`src/include/itm_defs.vh`:
```
`ifndef ITM_DEFS_VH
`define ITM_DEFS_VH
// Port addresses (low byte of the I/O address)
`define ITM_PORT_CNT0   8'h40
`define ITM_PORT_CNT1   8'h41
`define ITM_PORT_CNT2   8'h42
`define ITM_PORT_CMD    8'h43
// Command fields
`define ITM_SEL_HI      7
`define ITM_SEL_LO      6
`define ITM_ACC_HI      5
`define ITM_ACC_LO      4
`define ITM_MODE_HI     3
`define ITM_MODE_LO     1
`define ITM_BCD_BIT     0
`define ITM_RB_CNT_N    5
`define ITM_RB_STS_N    4
// Byte access codes and read-back select code
`define ITM_ACC_LATCH   2'h0
`define ITM_ACC_LOW     2'h1
`define ITM_ACC_HIGH    2'h2
`define ITM_ACC_BOTH    2'h3
`define ITM_SEL_RB      2'h3
// Reference divider
`define ITM_REF_DIV     12
// Wrap values for a zero count
`define ITM_BIN_MAX     16'hFFFF
`define ITM_BCD_MAX     16'h9999
`endif

```
`src/core/itm_host_port.v`:
```
`timescale 1ns/1ps
`default_nettype none
`include "itm_defs.vh"
module itm_host_port #(
	parameter REF_DIV = `ITM_REF_DIV
) (
	// Clock and reset
	input  wire        mclk,
	input  wire        nrst,
	// I/O port access, one cycle strobes
	input  wire [7:0]  io_addr,
	input  wire        io_wr,
	input  wire        io_rd,
	input  wire [7:0]  io_wdata,
	output reg  [7:0]  io_rdata,
	output reg         io_rvalid,
	// Counter pins
	input  wire [2:0]  gate,
	output reg  [2:0]  cnt_out
);
	// ****************************************
	// Shared decode
	// ****************************************
	// Three counters, each sixteen bits wide
	localparam NCNT = 3;

	wire              tick;
	wire              cmd_wr;
	wire              is_rb;
	wire [1:0]        acc_f;
	wire [1:0]        sel_f;
	// Per-counter results gathered flat so each has a single driver
	wire [8*NCNT-1:0] rd_bytes;
	wire [NCNT-1:0]   prog_v;
	wire [NCNT-1:0]   run_v;
	wire [NCNT-1:0]   zero_v;
	wire [NCNT-1:0]   next_cnt_out;

	// Command port is write only; reads there are answered with zero
	assign cmd_wr = io_wr && io_addr == `ITM_PORT_CMD;
	assign is_rb  = io_wdata[`ITM_SEL_HI:`ITM_SEL_LO] == `ITM_SEL_RB;
	assign acc_f  = io_wdata[`ITM_ACC_HI:`ITM_ACC_LO];
	assign sel_f  = io_wdata[`ITM_SEL_HI:`ITM_SEL_LO];

	// Shared reference tick; all three counters step on the same edge
	itm_ref_div #(
		.DIV  (REF_DIV)
	) u_div (
		.mclk (mclk),
		.nrst (nrst),
		.tick (tick)
	);

	// ****************************************
	// Per-counter logic
	// ****************************************
	genvar g;
	generate
		for (g = 0; g < NCNT; g = g + 1) begin : gen_cnt
			wire        port_hit;
			wire        wr_hit;
			wire        rd_hit;
			wire        prog;
			wire        latch_req;
			wire        rb_cnt;
			wire        rb_sts;
			wire [15:0] dec_val;
			reg  [1:0]  acc;
			reg  [2:0]  mode;
			reg         bcd;
			reg  [15:0] count;
			reg  [15:0] preset;
			reg  [15:0] olatch;
			reg         olatch_full;
			reg         olatch_hi;
			reg  [7:0]  status;
			reg         status_full;
			reg         pending;
			reg         wr_hi;
			reg         rd_hi;
			reg         running;
			reg         gate_q;
			reg  [7:0]  lo_hold;
			reg  [7:0]  rd_sel;

			// Flat views for the shared read mux and pin logic
			assign rd_bytes[g*8 +: 8] = rd_sel;
			assign prog_v[g]          = prog;
			assign run_v[g]           = running;
			assign zero_v[g]          = count == 16'h0000;
			assign port_hit = io_addr == (`ITM_PORT_CNT0 + g);
			assign wr_hit   = io_wr && port_hit;
			assign rd_hit   = io_rd && port_hit;
			// Access field zero is a latch, never a reprogram
			assign prog     = cmd_wr && !is_rb && sel_f == g
				&& acc_f != `ITM_ACC_LATCH;
			// Latch from plain command or read-back selection
			assign latch_req = cmd_wr && ((!is_rb && sel_f == g
				&& acc_f == `ITM_ACC_LATCH) || rb_cnt);
			assign rb_cnt = is_rb && io_wdata[g+1]
				&& !io_wdata[`ITM_RB_CNT_N];
			assign rb_sts = cmd_wr && is_rb && io_wdata[g+1]
				&& !io_wdata[`ITM_RB_STS_N];

			itm_bcd_dec u_dec (
				.value  (count),
				.bcd    (bcd),
				.result (dec_val)
			);

			// ****************************************
			// Programming, loading and counting
			// ****************************************
			// A count write wins over a pending transfer in the same cycle,
			// so the transfer simply waits for the following tick
			always @(posedge mclk or negedge nrst) begin
				if (!nrst) begin
					acc     <= `ITM_ACC_BOTH;
					mode    <= 3'h0;
					bcd     <= 1'b0;
					count   <= 16'h0000;
					preset  <= 16'h0000;
					pending <= 1'b0;
					wr_hi   <= 1'b0;
					lo_hold <= 8'h00;
					running <= 1'b0;
					gate_q  <= 1'b0;
				end else begin
					gate_q <= gate[g];
					if (prog) begin
						acc     <= acc_f;
						mode    <= io_wdata[`ITM_MODE_HI:`ITM_MODE_LO];
						bcd     <= io_wdata[`ITM_BCD_BIT];
						wr_hi   <= 1'b0;
						running <= 1'b0;
					end else if (wr_hit) begin
						case (acc)
							`ITM_ACC_LOW: begin
								preset  <= {8'h00, io_wdata};
								pending <= 1'b1;
							end
							`ITM_ACC_HIGH: begin
								preset  <= {io_wdata, 8'h00};
								pending <= 1'b1;
							end
							`ITM_ACC_BOTH: begin
								// Low byte first, second write is high
								if (!wr_hi) begin
									lo_hold <= io_wdata;
									wr_hi   <= 1'b1;
								end else begin
									preset  <= {io_wdata, lo_hold};
									pending <= 1'b1;
									wr_hi   <= 1'b0;
								end
							end
							default: begin
								pending <= pending;
							end
						endcase
					end else if (tick && pending) begin
						// Transfer on a reference tick
						count   <= preset;
						pending <= 1'b0;
						running <= 1'b1;
					end else if (tick && running) begin
						// Modes 1 and 5 fire on a gate rise; others on level
						if (mode[1:0] == 2'h1 ? gate[g] && !gate_q
							: gate[g]) begin
							count <= dec_val;
						end
					end
				end
			end

			// ****************************************
			// Output latch and status latch
			// ****************************************
			// Reprogramming drops any unread capture; the host reloads anyway
			always @(posedge mclk or negedge nrst) begin
				if (!nrst) begin
					olatch      <= 16'h0000;
					olatch_full <= 1'b0;
					olatch_hi   <= 1'b0;
					status      <= 8'h00;
					status_full <= 1'b0;
					rd_hi       <= 1'b0;
				end else if (prog) begin
					olatch_full <= 1'b0;
					status_full <= 1'b0;
					olatch_hi   <= 1'b0;
					rd_hi       <= 1'b0;
				end else begin
					if (latch_req && !olatch_full) begin
						olatch      <= count;
						olatch_full <= 1'b1;
						olatch_hi   <= 1'b0;
					end
					// Status snapshot carries the pin level of this cycle
					if (rb_sts && !status_full) begin
						status      <= {cnt_out[g], pending, acc,
							mode, bcd};
						status_full <= 1'b1;
					end
					// Status goes out first, then the latched low and high bytes for two-byte access, or the one selected byte
					if (rd_hit) begin
						if (status_full) begin
							status_full <= 1'b0;
						end else if (olatch_full) begin
							if (acc == `ITM_ACC_BOTH && !olatch_hi) begin
								olatch_hi <= 1'b1;
							end else begin
								olatch_full <= 1'b0;
								olatch_hi   <= 1'b0;
							end
						end else if (acc == `ITM_ACC_BOTH) begin
							rd_hi <= !rd_hi;
						end
					end
				end
			end

			// ****************************************
			// Read byte select
			// ****************************************
			// Byte the next read of this port returns
			always @* begin
				if (status_full) begin
					rd_sel = status;
				end else if (olatch_full) begin
					if (acc == `ITM_ACC_HIGH || olatch_hi) begin
						rd_sel = olatch[15:8];
					end else begin
						rd_sel = olatch[7:0];
					end
				end else if (acc == `ITM_ACC_HIGH || rd_hi) begin
					rd_sel = count[15:8];
				end else begin
					rd_sel = count[7:0];
				end
			end
		end
	endgenerate

	// ****************************************
	// Counter output pins
	// ****************************************
	// Simple terminal-count indicator; mode waveforms are not modelled,
	// so the pin only tells a zero count from a running one
	assign next_cnt_out = ~prog_v & ((run_v & zero_v) | (~run_v & cnt_out));

	always @(posedge mclk or negedge nrst) begin
		if (!nrst) begin
			cnt_out <= 3'h0;
		end else begin
			cnt_out <= next_cnt_out;
		end
	end

	// ****************************************
	// Read data return
	// ****************************************
	// Registered so the host sees steady data for one whole cycle after
	// the strobe; the command port and unmapped places still answer,
	// with zero, so the host never waits on a dead port
	always @(posedge mclk or negedge nrst) begin
		if (!nrst) begin
			io_rdata  <= 8'h00;
			io_rvalid <= 1'b0;
		end else begin
			io_rvalid <= io_rd;
			case (io_addr)
				`ITM_PORT_CNT0: io_rdata <= io_rd ? rd_bytes[7:0] : 8'h00;
				`ITM_PORT_CNT1: io_rdata <= io_rd ? rd_bytes[15:8] : 8'h00;
				`ITM_PORT_CNT2: io_rdata <= io_rd ? rd_bytes[23:16] : 8'h00;
				default:        io_rdata <= 8'h00;
			endcase
		end
	end
endmodule
`default_nettype wire

```
`src/core/itm_bcd_dec.v`:
```
`timescale 1ns/1ps
`default_nettype none
// ****************************************
// Sixteen-bit decrementer, binary or BCD
// ****************************************
module itm_bcd_dec (
	// Operand
	input  wire [15:0] value,
	input  wire        bcd,
	// Result
	output reg  [15:0] result
);
	integer i;
	reg     borrow;
	reg     [3:0] dig;

	// Binary subtracts one; BCD runs a digit-wise borrow chain, so zero wraps to 9999 naturally
	always @* begin
		result = 16'h0000;
		borrow = 1'b1;
		dig = 4'h0;
		if (!bcd) begin
			result = value - 16'h0001;
		end else begin
			for (i = 0; i < 4; i = i + 1) begin
				dig = value[i*4 +: 4];
				if (borrow && dig == 4'h0) begin
					result[i*4 +: 4] = 4'h9;
				end else begin
					result[i*4 +: 4] = dig - {3'h0, borrow};
					borrow = 1'b0;
				end
			end
		end
	end
endmodule
`default_nettype wire

```
`src/core/itm_ref_div.v`:
```
`timescale 1ns/1ps
`default_nettype none
`include "itm_defs.vh"
// ****************************************
// Reference tick: input clock divided down
// ****************************************
module itm_ref_div #(
	parameter DIV = `ITM_REF_DIV
) (
	// Clock and reset
	input  wire mclk,
	input  wire nrst,
	// Tick out
	output reg  tick
);
	reg [7:0] cnt;

	// One-cycle tick every DIV clocks
	always @(posedge mclk or negedge nrst) begin
		if (!nrst) begin
			cnt  <= 8'h00;
			tick <= 1'b0;
		end else if (cnt == DIV[7:0] - 8'h01) begin
			cnt  <= 8'h00;
			tick <= 1'b1;
		end else begin
			cnt  <= cnt + 8'h01;
			tick <= 1'b0;
		end
	end
endmodule
`default_nettype wire

```
`config.mk`:
```
export PLATFORM = sky130hd
export DESIGN_NAME = itm_host_port
export DESIGN_NICKNAME = d
export VERILOG_FILES = /design/src/core/itm_host_port.v /design/src/core/itm_bcd_dec.v /design/src/core/itm_ref_div.v
export VERILOG_INCLUDE_DIRS = /design/src /design/src/include
export SDC_FILE = /design/constraint.sdc
export NUM_CORES = 1
export LEC_CHECK = 0
export ABC_AREA = 1
export BUFFER_PORTS_ARGS = -buffer_cell sky130_fd_sc_hd__buf_2
export CORE_MARGIN = 4
export CORE_UTILIZATION = 35
export CTS_CLUSTER_SIZE = 40
export DETAILED_ROUTE_END_ITERATION = 8
export PLACE_DENSITY = 0.55
export SETUP_SLACK_MARGIN = 0.15
export SLEW_MARGIN = 20
export SYNTH_ARGS = -nofsm -noshare
export SYNTH_HDL_FRONTEND = slang
export SYNTH_SLANG_ARGS = --single-unit
```
`constraint.sdc`:
```
create_clock -name mclk -period 4.7 [get_ports mclk]
set_input_delay 0.47 -clock mclk [delete_from_list [all_inputs] [get_ports mclk]]
set_output_delay 0.47 -clock mclk [all_outputs]
set_load 0.05 [all_outputs]
```
==> impl_metrics.json <==
{
  "leakage_nw": 8.28,
  "synth_largest_area_cell": "dfrtp_1",
  "hold_slack_ns": -0.0292,
  "io_pins": 35,
  "r2r_start": "gen_cnt[2].acc[1]$_DFFE_PN1P_",
  "antenna_found_initial": 1,
  "overflow": 0,
  "cts_setup_buffers": 0,
  "ys_ff_latch": 255,
  "synthAdderAreaFrac_pct": 3.00,
  "ys_types": 38,
  "path_cells": "ha_1 > inv_1 > nor2_1 > nor2_1 > nand2_1 > clkinv_1 > nand2_1 > o21ai_0",
  "syn_avg_cell_area_um2": 7.20,
  "grt_max_degree": 121,
  "fin_ws_ns": 1.93,
  "nNetsFinal": 2026,
  "hpwlAfterDp_mm": 30.0,
  "cts_buffer_depth": 3,
  "drt_first_pass_iters": 7,
  "finalHoldViolCount": 9,
  "synth_simple_gate_area_share_pct": 30.1,
  "drt_wl_total_mm": 41.7,
  "fin_skew_ns": 0.0286,
  "nFillCells": 4156,
  "max-cap-violations": 0,
  "fmax_mhz": 361,
  "violations": "hold timing",
  "dieArea_um2": 43800,
  "cts_tree": "done",
  "arrival_ns": 3.20,
  "ys_async_sr_fraction_pct": 100,
  "synth_edf_count": 0,
  "pre_cts_slack_ns": 1.94,
  "postCtsHoldBufs": 0,
  "topRoutingLayerUsed": "met5",
  "wl_met2_mm": 19.1,
  "period_share_pct": 58.9,
  "setup_viol": 0,
  "insertion_delay_ns": 0.58,
  "max_stage_delay_ns": 0.67,
  "status": "complete, but fails checks",
  "synthCells": 1968,
  "syn2layout_area_growth_pct": 11.6,
  "postLayoutCoreUtil_pct": 39.6,
  "setup_tns_ns": 0,
  "wl_per_cell_um": 16.5,
  "clk_pin_slew_ns": 0.06,
  "drc_errors": 0,
  "rows": 73,
  "post-route-min-period_ns": 2.77,
  "yosysMostFrequentCell": "nand2_1",
  "reg2reg_to": "gen_cnt[2].preset[2]$_DFFE_PN0P_",
  "end_kind": "flip-flop",
  "rsz0062_at_grt": "no",
  "gp_congestion": 0.880,
  "seq_area_frac_synth_pct": 45.1,
  "slew_violations": 0,
  "critPathRequiredTime_ns": 5.13,
  "tightest_slew_ns": 1.04,
  "h-tree-depth": 1,
  "wl_met3_mm": 1.56,
  "worstSetupPathType": "flip-flop to flip-flop",
  "ant_nets": 0,
  "synth-xor-area-share_pct": 1.61,
  "power_density_nw_per_um2": 351,
  "start_kind": "flip-flop",
  "coreArea_um2": 39900,
  "yosys_warnings": 0,
  "avgViaCountPerCell": 4.98,
  "drive_gt1_share_pct": 6.38,
  "synth_area_leaders": "dfrtp_1 44%, nand2_1 15%, o21ai_0 8.2%",
  "initial_core_util_pct": 35.5,
  "clockRootBuffer": "clkbuf_16",
  "syn-cell-area_um2": 14200,
  "synth-compound-area-share_pct": 12.5,
  "met1Wirelength_mm": 19.9,
  "synth_top_flop_cell": "dfrtp_1",
  "cts_buffers": 30,
  "synth.top_cells.by_count": "575 x nand2_1, 270 x nor2_1, 249 x dfrtp_1",
  "cts_resized": 0,
  "grt_pass1_wl_mm": 67.3,
  "synth_nets": 2025,
  "max_slew_margin_pct": 30.6,
  "drt_iter0_markers": 838,
  "ff2ff_setup_slack_ns": 1.93,
  "die_h_um": 209,
  "synth_top_family_by_area": "simple AND/OR/NAND/NOR gates",
  "reg2reg_depth": 8,
  "n_antenna_cell": 0,
  "die_w_um": 209,
  "irDropWorstVdd_mv": 0.303,
  "worstHoldPathType": "input pin to async pin",
  "synthMuxAreaShare_pct": 0,
  "vias": 12500,
  "synth_top_area_share_pct": 44.0,
  "track_usage_pct": 18.8,
  "cts_sinks": 255,
  "crit_slowest_cell": "dfstp_2",
  "path_max_fanout": 23,
  "first_global_vias": 12100,
  "io_buffers": 34
}
## cell type report
cell class / count / area [µm²] / share of cell area, %
Timing Repair Buffer: 41 / 233 / 1.47
Multi-Input combinational cell: 1434 / 6710 / 42.4
Clock buffer: 45 / 887 / 5.61
Tap cell: 525 / 657 / 4.15
Sequential cell: 255 / 6390 / 40.4
Clock inverter: 10 / 165 / 1.04
Inverter: 207 / 777 / 4.91
## per-layer routing
layer	track usage, %	up-vias
met2	30.0	244
met5	0	-
met3	2.64	63
li1	-	6294
met1	27.2	5932
met4	4.68	2
## through the flow
stage          cell area [µm²]  total power [mW]  cells
2_1_floorplan            14200              2.86   1968
3_3_place_gp             14800              3.11   2462
3_5_place_dp             14800              3.12   2462
4_1_cts                  15800              5.60   2517
5_1_grt                  15800              5.82   2517
6_report                 15800              5.56   2517
## cell families after synthesis
group / Yosys count
AND/OR/NAND/NOR: 1036
AO/OA/AOI/OAI: 338
buffers and inverters: 279
flip-flops: 255
adder cells (fa/ha/maj): 34
XOR/XNOR: 26
## flip-flops by register name, indices dropped and copies added, names as in the netlist, 6 cells and up
register,count
gen_cnt.acc,6
gen_cnt.count,48
gen_cnt.lo_hold,24
gen_cnt.mode,9
gen_cnt.olatch,48
gen_cnt.preset,48
gen_cnt.status,24
io_rdata,8
u_div.cnt,8
## worst max-delay path: cells and delay by family (launching register included)
kind                       cells  cell delay (ns)
buffers and inverters          2             0.54
adders and majority gates      1             0.46
and+or+nand+nor                4             0.86
AOI/OAI and AO/OA              1             0.09
DFF                            1             0.67
## cell usage in the layout (no fill, tap or decap), drive strengths merged, types with 6 or more instances in the layout
master,netlist,final
o211ai,17,17
o22ai,15,15
clkbuf,49,45
nand2,580,580
a21oi,54,54
dfrtp,249,249
nor2,273,273
nand4,10,10
ha,34,34
inv,203,203
o21ai,248,248
buf,23,41
nor3,10,10
dfstp,6,6
xor2,22,22
nand3,151,151
clkinv,4,10
## how the worst max path moves through the flow
stage                                         start                                 to  cells after the start
global placement                        io_wdata[7]    gen_cnt[1].count[6]$_DFFE_PN0P_                      9
global route          gen_cnt[2].acc[1]$_DFFE_PN1P_   gen_cnt[2].preset[2]$_DFFE_PN0P_                      8
finish                gen_cnt[2].acc[1]$_DFFE_PN1P_   gen_cnt[2].preset[2]$_DFFE_PN0P_                      8
CTS                   gen_cnt[2].acc[1]$_DFFE_PN1P_   gen_cnt[2].preset[1]$_DFFE_PN0P_                      7
detailed placement                      io_wdata[7]  gen_cnt[1].olatch[10]$_DFFE_PN0P_                      6
floorplan           gen_cnt[0].count[0]$_DFFE_PN0P_   gen_cnt[0].count[14]$_DFFE_PN0P_                     14
## power breakdown
| part | internal (mW) | leakage, nW | switching, mW | total [mW] |
|---|---|---|---|---|
| Combinational | 0.230 | 4.50 | 0.500 | 0.730 |
| Clock | 1.52 | 0.519 | 0.958 | 2.48 |
| Sequential | 2.26 | 3.26 | 0.0952 | 2.35 |
(Power assumes the default switching activity.)
